**src/rtl/amc_pkg.sv**
```systemverilog
// Behaviour
// [RL1] mode register at address 6, resets to zero
// [RL2] bit 7 widens input range by quarter
// [RL3] bit 5 selects data-only or data-plus-ready
// [RL4] host uses data-only mode in daisy chains
// [RL5] bits 4:3 trigger mode; 11 reserved
// [RL6] bit 2 selects high or low speed
// [RL7] bit 1 clear: idle, fully powered
// [RL8] bit 1 set: auto standby, auto wake
// [RL9] bit 0 powers down all but interface
// [RL10] bit 0 clear restores normal operation
// [RL11] synchronized mode ignores software stop command
// [RL12] reserved bit 6 reads zero, writes ignored
package amc_pkg;
  // ==========================================================
  // register map
  localparam logic [3:0] MODE_CFG_ADDR  = 4'h6;
  localparam logic [7:0] MODE_CFG_RESET = 8'h00;
  localparam logic [7:0] MODE_CFG_WMASK = 8'hbf;  // bit 6 reserved
  localparam int         RANGE_BIT      = 7;
  localparam int         SDO_BIT        = 5;
  localparam int         TRIG_HI        = 4;
  localparam int         TRIG_LO        = 3;
  localparam int         SPEED_BIT      = 2;
  localparam int         STBY_BIT       = 1;
  localparam int         FULL_POWER_DOWN_BIT       = 0;

  // ==========================================================
  // trigger pin interpretation
  typedef enum logic [1:0] {
    TRIG_START_STOP = 2'h0,
    TRIG_ONE_SHOT   = 2'h1,
    TRIG_SYNC       = 2'h2,
    TRIG_RESERVED   = 2'h3
  } amc_trig_t;

  // decoded configuration carried to the rest of the converter
  typedef struct packed {
    logic      extendedRange;   // 25 % wider input span
    logic      dataoutReady;    // dual function data-out pin
    amc_trig_t trigMode;        // trigger pin interpretation
    logic      lowSpeed;        // 3.2 MHz instead of 25.6 MHz
    logic      autoStandby;     // power down when stopped
    logic      fullPowerDown;   // everything but interface off
  } amc_cfg_t;

  // power state reported to analog control
  typedef enum logic [1:0] {
    PWR_ACTIVE  = 2'h0,
    PWR_IDLE    = 2'h1,
    PWR_STANDBY = 2'h2,
    PWR_DOWN    = 2'h3
  } amc_pwr_t;
endpackage

```
**src/rtl/amc_mode_config.sv**
```systemverilog
`timescale 1ns/1ps
// ==========================================================
// mode configuration register, address 6
// decodes the stored byte for the analog and pin logic
module amc_mode_config (
  input  wire logic          mclk,           // 20 MHz clock
  input  wire logic          rst_n,          // async reset, active low
  input  wire logic          regWrite,       // one-cycle write strobe
  input  wire logic          regRead,        // read request, level
  input  wire logic [3:0]    regAddr,        // register address
  input  wire logic [7:0]    regWdata,       // write data
  output logic      [7:0]    regRdata,       // registered read data
  input  wire logic          startCmd,       // software start pulse
  input  wire logic          stopCmd,        // software stop pulse
  output amc_pkg::amc_cfg_t  cfg,            // decoded fields
  output logic               converting,     // conversions running
  output amc_pkg::amc_pwr_t  pwrState        // power state
);
  import amc_pkg::*;

  // ==========================================================
  // storage
  // the register itself plus the flags that follow from it
  logic [7:0] modeCfg_reg;    // stored register value
  logic [7:0] regRdata_reg;   // read data flop
  logic       running_reg;    // conversion run flag

  // address decode shared by read and write
  // one compare, so read and write never disagree on the map
  function automatic logic hitMode(input logic [3:0] a);
    hitMode = (a == MODE_CFG_ADDR);  // RL1
  endfunction

  // register write; reserved bit masked so it never stores
  // other addresses and idle cycles leave the byte untouched
  always_ff @(posedge mclk or negedge rst_n) begin
    if (!rst_n) begin
      modeCfg_reg <= MODE_CFG_RESET;  // RL1
    end else if (regWrite && hitMode(regAddr)) begin
      modeCfg_reg <= regWdata & MODE_CFG_WMASK;  // RL12
    end
  end

  // read path; unmapped addresses read as zero
  // the flop holds between reads, so the host may sample late
  always_ff @(posedge mclk or negedge rst_n) begin
    if (!rst_n) begin
      regRdata_reg <= MODE_CFG_RESET;
    end else if (regRead) begin
      regRdata_reg <= hitMode(regAddr) ? modeCfg_reg : 8'h00;  // RL12
    end
  end
  // read data leaves from a flop as the bus expects
  assign regRdata = regRdata_reg;

  // ==========================================================
  // field decode
  // pure wiring of stored bits; the flops stay the only state
  // reserved trigger code passes through; the host keeps it out
  always_comb begin
    cfg.extendedRange = modeCfg_reg[RANGE_BIT];                 // RL2
    cfg.dataoutReady  = modeCfg_reg[SDO_BIT];                   // RL3
    cfg.trigMode      = amc_trig_t'(modeCfg_reg[TRIG_HI:TRIG_LO]);  // RL5
    cfg.lowSpeed      = modeCfg_reg[SPEED_BIT];                 // RL6
    cfg.autoStandby   = modeCfg_reg[STBY_BIT];                  // RL7 RL8
    cfg.fullPowerDown = modeCfg_reg[FULL_POWER_DOWN_BIT];                  // RL9 RL10
  end

  // run flag; start and stop together do nothing, and a stop is
  // dropped in synchronized mode since the pin owns timing there
  // power down wins over any command in the same cycle
  // start and stop are single-cycle strobes from the command decoder
  // limitation: this flag tracks run state only, not conversion timing
  always_ff @(posedge mclk or negedge rst_n) begin
    if (!rst_n) begin
      running_reg <= 1'b0;
    end else if (cfg.fullPowerDown) begin
      running_reg <= 1'b0;  // RL9
    end else if (startCmd && !stopCmd) begin
      running_reg <= 1'b1;
    end else if (stopCmd && !startCmd && cfg.trigMode != TRIG_SYNC) begin
      running_reg <= 1'b0;  // RL11
    end
  end
  // converting leaves a flop, so it never glitches
  assign converting = running_reg;

  // ==========================================================
  // power state
  // tracker sees only the run flag and the two power bits
  amc_power_ctrl uPower (
    .mclk          (mclk),
    .rst_n         (rst_n),
    .converting    (running_reg),
    .autoStandby   (cfg.autoStandby),
    .fullPowerDown (cfg.fullPowerDown),
    .pwrState      (pwrState)
  );

  // ==========================================================
  // checks; every property samples on mclk and sleeps through reset

  // ==========================================================
  // storage checks

  // the reserved bit can never hold a one
  AST_RESERVED_ZERO: assert property (@(posedge mclk) disable iff (!rst_n)  // RL12
    (modeCfg_reg & ~MODE_CFG_WMASK) == '0)
    else $error("reserved bit set");

  // an accepted write stores the masked byte on the next edge
  AST_WRITE_STORES: assert property (@(posedge mclk) disable iff (!rst_n)  // RL1
    (regWrite && hitMode(regAddr))
      |=> modeCfg_reg == ($past(regWdata) & MODE_CFG_WMASK))
    else $error("write not stored");

  // without a write to this address the stored byte never moves
  AST_NO_STRAY_WRITE: assert property (@(posedge mclk) disable iff (!rst_n)  // RL1
    !(regWrite && hitMode(regAddr)) |=> $stable(modeCfg_reg))
    else $error("register changed without a write");

  // ==========================================================
  // read path checks

  // a read of this address returns the byte held when it was taken
  AST_READBACK: assert property (@(posedge mclk) disable iff (!rst_n)  // RL12
    (regRead && hitMode(regAddr)) |=> regRdata == $past(modeCfg_reg))
    else $error("readback mismatch");

  // any other address reads as zero
  AST_UNMAPPED_READ: assert property (@(posedge mclk) disable iff (!rst_n)  // RL1
    (regRead && !hitMode(regAddr)) |=> regRdata == '0)
    else $error("unmapped read not zero");

  // read data stands until the next read request
  AST_RDATA_HOLD: assert property (@(posedge mclk) disable iff (!rst_n)  // RL1
    !regRead |=> $stable(regRdata))
    else $error("read data moved without a read");

  // ==========================================================
  // field decode checks; each field follows its written bit

  // range and data-out pin function
  AST_RANGE_SDO: assert property (@(posedge mclk) disable iff (!rst_n)  // RL2 RL3
    (regWrite && hitMode(regAddr))
      |=> cfg.extendedRange == $past(regWdata[RANGE_BIT])
        && cfg.dataoutReady == $past(regWdata[SDO_BIT]))
    else $error("range or data-out decode wrong");

  // trigger pin interpretation, reserved code included
  AST_TRIG_DECODE: assert property (@(posedge mclk) disable iff (!rst_n)  // RL5
    (regWrite && hitMode(regAddr))
      |=> cfg.trigMode == amc_trig_t'($past(regWdata[TRIG_HI:TRIG_LO])))
    else $error("trigger decode wrong");

  // speed mode select
  AST_SPEED: assert property (@(posedge mclk) disable iff (!rst_n)  // RL6
    (regWrite && hitMode(regAddr)) |=> cfg.lowSpeed == $past(regWdata[SPEED_BIT]))
    else $error("speed decode wrong");

  // standby select
  AST_STBY_DECODE: assert property (@(posedge mclk) disable iff (!rst_n)  // RL7 RL8
    (regWrite && hitMode(regAddr)) |=> cfg.autoStandby == $past(regWdata[STBY_BIT]))
    else $error("standby decode wrong");

  // power down select
  AST_FULL_POWER_DOWN_DECODE: assert property (@(posedge mclk) disable iff (!rst_n)  // RL9 RL10
    (regWrite && hitMode(regAddr)) |=> cfg.fullPowerDown == $past(regWdata[FULL_POWER_DOWN_BIT]))
    else $error("power down decode wrong");

  // ==========================================================
  // run flag checks

  // power down forces the run flag low on the next edge
  AST_FULL_POWER_DOWN_HALTS: assert property (@(posedge mclk) disable iff (!rst_n)  // RL9
    cfg.fullPowerDown |=> !running_reg)
    else $error("converting while powered down");

  // a lone start runs the converter when powered
  AST_START: assert property (@(posedge mclk) disable iff (!rst_n)  // RL10
    (startCmd && !stopCmd && !cfg.fullPowerDown) |=> running_reg)
    else $error("start ignored");

  // start and stop together leave the run flag alone
  AST_BOTH_CMDS: assert property (@(posedge mclk) disable iff (!rst_n)  // RL10
    (startCmd && stopCmd && !cfg.fullPowerDown) |=> running_reg == $past(running_reg))
    else $error("start plus stop changed run flag");

  // stop is dropped in synchronized mode
  AST_SYNC_STOP: assert property (@(posedge mclk) disable iff (!rst_n)  // RL11
    (running_reg && stopCmd && cfg.trigMode == TRIG_SYNC && !cfg.fullPowerDown)
      |=> running_reg)
    else $error("stop honoured in sync mode");

  // stop is honoured in every other mode
  AST_STOP: assert property (@(posedge mclk) disable iff (!rst_n)  // RL11
    (stopCmd && !startCmd && cfg.trigMode != TRIG_SYNC) |=> !running_reg)
    else $error("stop ignored");

  // the flag never rises without a start
  AST_NO_SELF_START: assert property (@(posedge mclk) disable iff (!rst_n)  // RL10
    (!running_reg && !startCmd) |=> !running_reg)
    else $error("run flag rose without start");

  // ==========================================================
  // scenario covers

  // a write lands on the mode register
  COV_WRITE: cover property (@(posedge mclk) disable iff (!rst_n)
    regWrite && hitMode(regAddr));

  // a stop arrives while synchronized and running
  COV_SYNC_STOP: cover property (@(posedge mclk) disable iff (!rst_n)
    running_reg && stopCmd && cfg.trigMode == TRIG_SYNC);

  // power down catches the converter running
  COV_FULL_POWER_DOWN: cover property (@(posedge mclk) disable iff (!rst_n)
    cfg.fullPowerDown && running_reg);

  // start and stop strobe together
  COV_BOTH_CMDS: cover property (@(posedge mclk) disable iff (!rst_n)
    startCmd && stopCmd);
endmodule

```
**src/rtl/amc_power_ctrl.sv**
```systemverilog
`timescale 1ns/1ps
// ==========================================================
// power state tracker
module amc_power_ctrl (
  input  wire logic          mclk,           // 20 MHz clock
  input  wire logic          rst_n,          // async reset, active low
  input  wire logic          converting,     // conversions running
  input  wire logic          autoStandby,    // standby select
  input  wire logic          fullPowerDown,  // power down bit
  output amc_pkg::amc_pwr_t  pwrState        // registered state
);
  import amc_pkg::*;

  amc_pwr_t pwrState_reg;   // current state
  amc_pwr_t pwrState_next;  // next state

  // state choice by priority: power-down beats everything
  always_comb begin
    case (1'b1)
      fullPowerDown: pwrState_next = PWR_DOWN;     // RL9
      converting:    pwrState_next = PWR_ACTIVE;   // RL10 RL8
      autoStandby:   pwrState_next = PWR_STANDBY;  // RL8
      default:       pwrState_next = PWR_IDLE;     // RL7
    endcase
  end

  // state register
  always_ff @(posedge mclk or negedge rst_n) begin
    if (!rst_n) begin
      pwrState_reg <= PWR_IDLE;  // what a cleared register asks for
    end else begin
      pwrState_reg <= pwrState_next;
    end
  end

  assign pwrState = pwrState_reg;

  AST_FULL_POWER_DOWN_WINS: assert property (@(posedge mclk) disable iff (!rst_n)  // RL9
    fullPowerDown |=> pwrState == PWR_DOWN)
    else $error("power down not entered");
  AST_IDLE_POWERED: assert property (@(posedge mclk) disable iff (!rst_n)  // RL7
    (!fullPowerDown && !converting && !autoStandby) |=> pwrState == PWR_IDLE)
    else $error("idle state not entered");
  AST_STANDBY: assert property (@(posedge mclk) disable iff (!rst_n)  // RL8
    (!fullPowerDown && !converting && autoStandby) |=> pwrState == PWR_STANDBY)
    else $error("standby not entered");
  AST_WAKE: assert property (@(posedge mclk) disable iff (!rst_n)  // RL10
    (!fullPowerDown && converting) |=> pwrState == PWR_ACTIVE)
    else $error("did not resume active");
  COV_STANDBY_WAKE: cover property (@(posedge mclk) disable iff (!rst_n)
    pwrState == PWR_STANDBY ##1 pwrState == PWR_ACTIVE);
endmodule

```
**config.mk**
```make
export PLATFORM = sky130hd
export DESIGN_NAME = amc_mode_config
export DESIGN_NICKNAME = d
export VERILOG_FILES = /design/src/rtl/amc_pkg.sv /design/src/rtl/amc_mode_config.sv /design/src/rtl/amc_power_ctrl.sv
export SDC_FILE = /design/constraint.sdc
export NUM_CORES = 1
export LEC_CHECK = 0
export ABC_AREA = 1
export BUFFER_PORTS_ARGS = -buffer_cell sky130_fd_sc_hd__buf_2
export CORE_UTILIZATION = 47
export CTS_BUF_LIST = sky130_fd_sc_hd__clkbuf_8
export CTS_CLUSTER_DIAMETER = 150
export DETAILED_ROUTE_END_ITERATION = 8
export GPL_ROUTABILITY_DRIVEN = 0
export GPL_TIMING_DRIVEN = 0
export MAX_ROUTING_LAYER = met4
export PLACE_DENSITY = 0.89
export SYNTH_ARGS = -nofsm -noshare
export SYNTH_HDL_FRONTEND = slang
export SYNTH_SLANG_ARGS = --single-unit
```
**constraint.sdc**
```tcl
create_clock -name mclk -period 1 [get_ports mclk]
set_clock_uncertainty 0.2 [all_clocks]
set_input_delay 0.15 -clock mclk [delete_from_list [all_inputs] [get_ports mclk]]
set_output_delay 0.15 -clock mclk [all_outputs]
set_load 0.02 [all_outputs]
```
==> flow_summary.toml, run 1 <==
[outcome]
status = "finished with violations"
violations = "negative hold slack, negative setup slack"

[clock_network]
cts_hold_buf = 6
clock-root-buffer = "clkbuf_8"
cts_sinks = 17
clk_pin_slew_worst_paths_ns = 0.07
htree_levels = 1
cts-buffers-inserted = 3
clock_latency_ns = 0.25
clk_path_buf_depth = 2
cts_tree = "yes"

[setup_path]
cp.required_ns = 0.65
timing.critical_path.to = "cfg[0]"
worstRegToRegCells = 6
end_kind = "output port"
crit_start = "modeCfg_reg[0]"
critPathArrivalTime_ns = 0.89
rr_startpoint = "modeCfg_reg[3]"
crit_fanout = 2
r2r_slack_ns = -0.19
cp-start-kind = "flip-flop"
rr_endpoint = "converting"
critPathKind = "reg -> out"

[timing]
hold_viol_final = 2
min_period_ns = 1.24
hold_slack_ns = -0.0335
finalSetupViolCount = 22
worst_slack_ns = -0.238
finalMaxSlewViolations = 0
rsz0062_at_grt = "yes"
timing.final.crit_share_pct = 124
fmax_ghz = 0.808

[pwr]
p_per_area_nw_per_um2 = 1700
leakagePower_nw = 0.671
totalPowerFinal_w = 0.00218
max-vdd-ir-drop_mv = 1.41

[synth]
yosys-top-cells-area = "dfrtp_1, nand2_1, o21ai_2"
synth_edf_count = 0
syn_area_per_cell_um2 = 9.44
syn-num-nets = 101
yosys.area.top_type_share_pct = 51.1
synth-main-ff-cell = "dfrtp_1"
synth_common_cells = "nand2_1, dfrtp_1, nand4_1, o21ai_2, inv_1"
ys_seq_area_share_pct = 54.5
synth_cell_types = 16
syn_area_um2 = 783
yosysMostFrequentCell = "nand2_1"
ys_ff_latch = 17
synth_area_leader_cell = "dfrtp_1"
ys.warnings.count = 0
async_flop_share_pct = 100
syn_inst = 83

[die]
die_area_um2 = 1830
num_io_pins = 36
initial_core_util_pct = 51.4
num_rows = 14
die_w_um = 42.8
core_um2 = 1520
die_h_um = 42.8

[route]
wl_um = 2090
wire_per_inst_um = 14.1
vias = 738
ant_nets = 0
drcViolationCount = 0
drt_iter0_drc = 16
drt-pass1-iter-count = 4
viasPerCell = 4.99

[placement]
dp_hpwl_um = 1130
port_buffers = 31

[layout]
area_growth_pct = 63.7
n_antenna_cell = 0
drive_gt1_share_pct = 52.3
nets = 151

[run]
cap_violations = 0

[global_routing]
first_global_vias = 726
grt_util_all_layers_pct = 24.5
grt_max_degree = 18
grt_pass1_wl_um = 3170
grt_antenna_before_repair = 0
gr-total-overflow = 0

[worst_hold_path]
hold_path_class = "in -> reg"
-- layout make-up --
cell class / count / area (µm²)
buffer: 4 / 28.8
clock buffer: 3 / 41.3
clock inverter: 1 / 5.00
fill: 79 / 241
inverter: 6 / 26.3
multi-input combinational: 55 / 318
sequential: 17 / 428
tap: 16 / 20.0
timing repair buffer: 46 / 415
-- worst min-delay path by stage --
stage,to,startpoint,depth (start not counted),slack [ns]
2_1_floorplan,converting,rst_n,0,-0.35
3_3_place_gp,regRdata[4],rst_n,1,-0.13
3_5_place_dp,regRdata[3],rst_n,1,-0.12
4_1_cts,modeCfg_reg[7],regWdata[7],3,-0.03
5_1_grt,modeCfg_reg[4],regWdata[4],3,-0.03
6_report,modeCfg_reg[7],regWdata[7],3,-0.03
-- worst max-delay path, stage by stage (launching register included) --
cell and delay [ns]:
dfrtp_1 0.40, buf_6 0.12, buf_6 0.12
-- metrics by stage --
stage               instances  setup TNS [ns]  worst slack [ns]  util [%]  cell area, µm²
finish                    148           -3.04            -0.238      84.2            1280
global route              148           -3.60            -0.267      84.2            1280
CTS                       148           -2.38            -0.226      81.1            1240
detailed placement        130          -0.399           -0.0604      63.0             960
global placement          130          -0.204           -0.0398      63.0             960
floorplan                  83               0            0.0137         -             785
-- kinds of logic after synthesis --
family,after synthesis,synth area share [%]
other,1,0.479
AO/OA/AOI/OAI,10,9.74
flip-flops,17,54.5
buffers and inverters,11,7.19
AND/OR/NAND/NOR,44,28.1
-- power breakdown --
group / total, W / leakage (nW) / switching [W] / internal [W]
Clock: 0.000509 / 0.0255 / 0.000232 / 0.000277
Combinational: 0.000802 / 0.425 / 0.000393 / 0.000409
Sequential: 0.000867 / 0.220 / 0.0000753 / 0.000792
Total: 0.00218 / 0.671 / 0.000700 / 0.00148
-- cells in the final DEF (no fill, tap or decap), drive strengths merged --
cell type / instances
buf: 42
nand2: 33
dfrtp: 16
o21ai: 9
nand4: 7
dlygate4sd3: 6
inv: 5
clkbuf: 5
nor2: 3
clkinv: 2
nand3: 1
a21oi: 1
conb: 1
dfstp: 1
-- routing by layer --
layer  vias to the layer above  track usage, %  routed length, µm
met5                         -               -                  0
met4                         0            7.50                 34
met3                         4            2.55                 93
met2                        37            45.2               1180
met1                       334            27.6                776
li1                        363               -                  -
-- repair_timing --
item                                    4_1_cts  5_1_grt
buffers inserted                              9        3
gates resized for setup                      36       14
pin swaps                                     0        4
endpoints found under the setup margin       17       31
endpoints found under the hold margin        25        1
Note: power is estimated with default switching activity, not from simulation.
==> run 2, diff against run 1 <==
--- a/config.mk
+++ b/config.mk
@@ -5,9 +5,9 @@
 export SDC_FILE = /design/constraint.sdc
 export NUM_CORES = 1
 export LEC_CHECK = 0
-export ABC_AREA = 1
+export ABC_CLOCK_PERIOD_IN_PS = 1000
 export BUFFER_PORTS_ARGS = -buffer_cell sky130_fd_sc_hd__buf_2
-export CORE_UTILIZATION = 47
+export CORE_UTILIZATION = 45
 export CTS_BUF_LIST = sky130_fd_sc_hd__clkbuf_8
 export CTS_CLUSTER_DIAMETER = 150
 export DETAILED_ROUTE_END_ITERATION = 8
==> flow_summary.toml, run 2 <==
[clock_network]
htree_levels = 1
clk_path_buf_depth = 2
clk_pin_slew_worst_paths_ns = 0.07
cts_sinks = 17
clock-root-buffer = "clkbuf_8"
clock_latency_ns = 0.25
cts_hold_buf = 1
cts-buffers-inserted = 3
cts_tree = "yes"

[route]
drt-pass1-iter-count = 4
met1_length_um = 1060
drcViolationCount = 0
ant_nets = 0
route.met3.wl_um = 191
drt_iter0_drc = 27
wl_met2_um = 1400
top_layer_used = "met4"
vias = 657
wl_um = 2740
wire_per_inst_um = 24.2
viasPerCell = 5.81

[timing]
timing.final.crit_share_pct = 127
fmax_ghz = 0.785
min_period_ns = 1.27
hold_viol_final = 8
rsz0062_at_grt = "yes"
finalMaxSlewViolations = 0
finalSetupViolCount = 34
hold_slack_ns = -0.0673
worst_slack_ns = -0.274

[synth]
ys_ff_latch = 17
synth_edf_count = 0
ys.warnings.count = 0
yosysMostFrequentCell = "dfrtp_1"
yosys.area.top_type_share_pct = 59.8
synth-main-ff-cell = "dfrtp_1"
syn-num-nets = 65
syn_inst = 47
syn_area_per_cell_um2 = 14.2
ys_seq_area_share_pct = 63.7
async_flop_share_pct = 100
synth_area_leader_cell = "dfrtp_1"
yosys-top-cells-area = "dfrtp_1, mux2_2, a22o_1"
synth_cell_types = 16
syn_area_um2 = 669
synth_common_cells = "dfrtp_1, a22o_1, mux2_2"

[outcome]
status = "finished with violations"
violations = "negative hold slack, negative setup slack"

[global_routing]
first_global_vias = 673
grt_max_degree = 18
grt_pass1_wl_um = 3550
gr-total-overflow = 0
grt_util_all_layers_pct = 36.8
grt_antenna_before_repair = 0

[die]
die_area_um2 = 1650
die_w_um = 40.6
core_um2 = 1350
num_rows = 13
num_io_pins = 36
initial_core_util_pct = 49.6
die_h_um = 40.6

[setup_path]
critPathKind = "reg -> out"
cp.required_ns = 0.65
cp-start-kind = "flip-flop"
crit_fanout = 2
critPathArrivalTime_ns = 0.92
end_kind = "output port"

[layout]
fillers = 50
final_core_util_pct = 90.7
nets = 117
final_cell_mix = "buf_6, buf_2, dfrtp_1, a22o_1"
area_growth_pct = 83.0
drive_gt1_share_pct = 71.4
n_antenna_cell = 0
final_common_cell = "buf_6"

[pwr]
p_per_area_nw_per_um2 = 1910
max-vdd-ir-drop_mv = 1.30
leakagePower_nw = 0.653

[worst_hold_path]
hold_path_class = "in -> reg"

[run]
cap_violations = 0

[placement]
dp_hpwl_um = 1010
port_buffers = 33
## run 2: final timing paths
check	from	to	slack, ns	cells past startpoint
worst max-delay path	modeCfg_reg[1]	cfg[1]	-0.27	2
worst min-delay path	regWdata[4]	modeCfg_reg[4]	-0.07	2
worst max register to register	modeCfg_reg[1]	modeCfg_reg[1]	-0.18	2
worst min register to register	converting	uPower.pwrState[0]	0.30	1
max in group asynchronous	rst_n	uPower.pwrState[0]	0.10	2
min in group asynchronous	rst_n	modeCfg_reg[1]	0.20	2
## run 2: cell families after synthesis
| kind of cell | after synthesis | synth area share [%] |
|---|---|---|
| flops | 17 | 63.7 |
| simple gates | 4 | 4.67 |
| other cells | 1 | 0.560 |
| buf+inv | 6 | 5.23 |
| compound gates | 12 | 14.0 |
| mux | 7 | 11.8 |
## run 2: per-layer routing
layer / vias to the layer above / track usage [%]
li1: 262 / -
met1: 336 / 40.2
met2: 51 / 61.5
met3: 8 / 12.8
met4: 0 / 12.5
met5: - / -
## run 2: stage by stage
step,cell area [µm²],TNS (ns),setup slack (ns),total power [W],instances
floorplan,677,-1.78,-0.138,0.00116,47
global placement,861,-3.43,-0.272,0.00132,95
detailed placement,861,-3.92,-0.309,0.00134,95
CTS,1170,-3.43,-0.234,0.00215,113
global route,1220,-5.06,-0.294,0.00242,113
finish,1220,-4.53,-0.274,0.00234,113
## run 2: critical path: stages, from the launching register on
cell,delay (ns)
dfrtp_1,0.42
buf_6,0.13
buf_6,0.12
## run 2: timing repair
| item | 4_1_cts | 5_1_grt |
|---|---|---|
| setup endpoints to repair | 25 | 34 |
| endpoints found under the hold margin | 25 | 8 |
| gates resized for setup | 47 | 15 |
| pin swaps | 6 | 4 |
| buffers inserted | 13 | 1 |
## run 2: power breakdown
part           switching (W)  internal (W)
Clock               0.000243      0.000272
Combinational       0.000386      0.000524
Sequential          0.000113      0.000804
Total               0.000743       0.00160
## run 2: final cells by class
type	instances	area, µm²	area share (%)
repair buffers	48	433	35.3
flip-flops and latches	17	430	35.1
multi-input cells	24	260	21.2
clock buffers	3	41.3	3.37
plain buffers	3	30.0	2.45
well taps	15	18.8	1.53
inverters	2	7.51	0.613
clock inverters	1	3.75	0.306
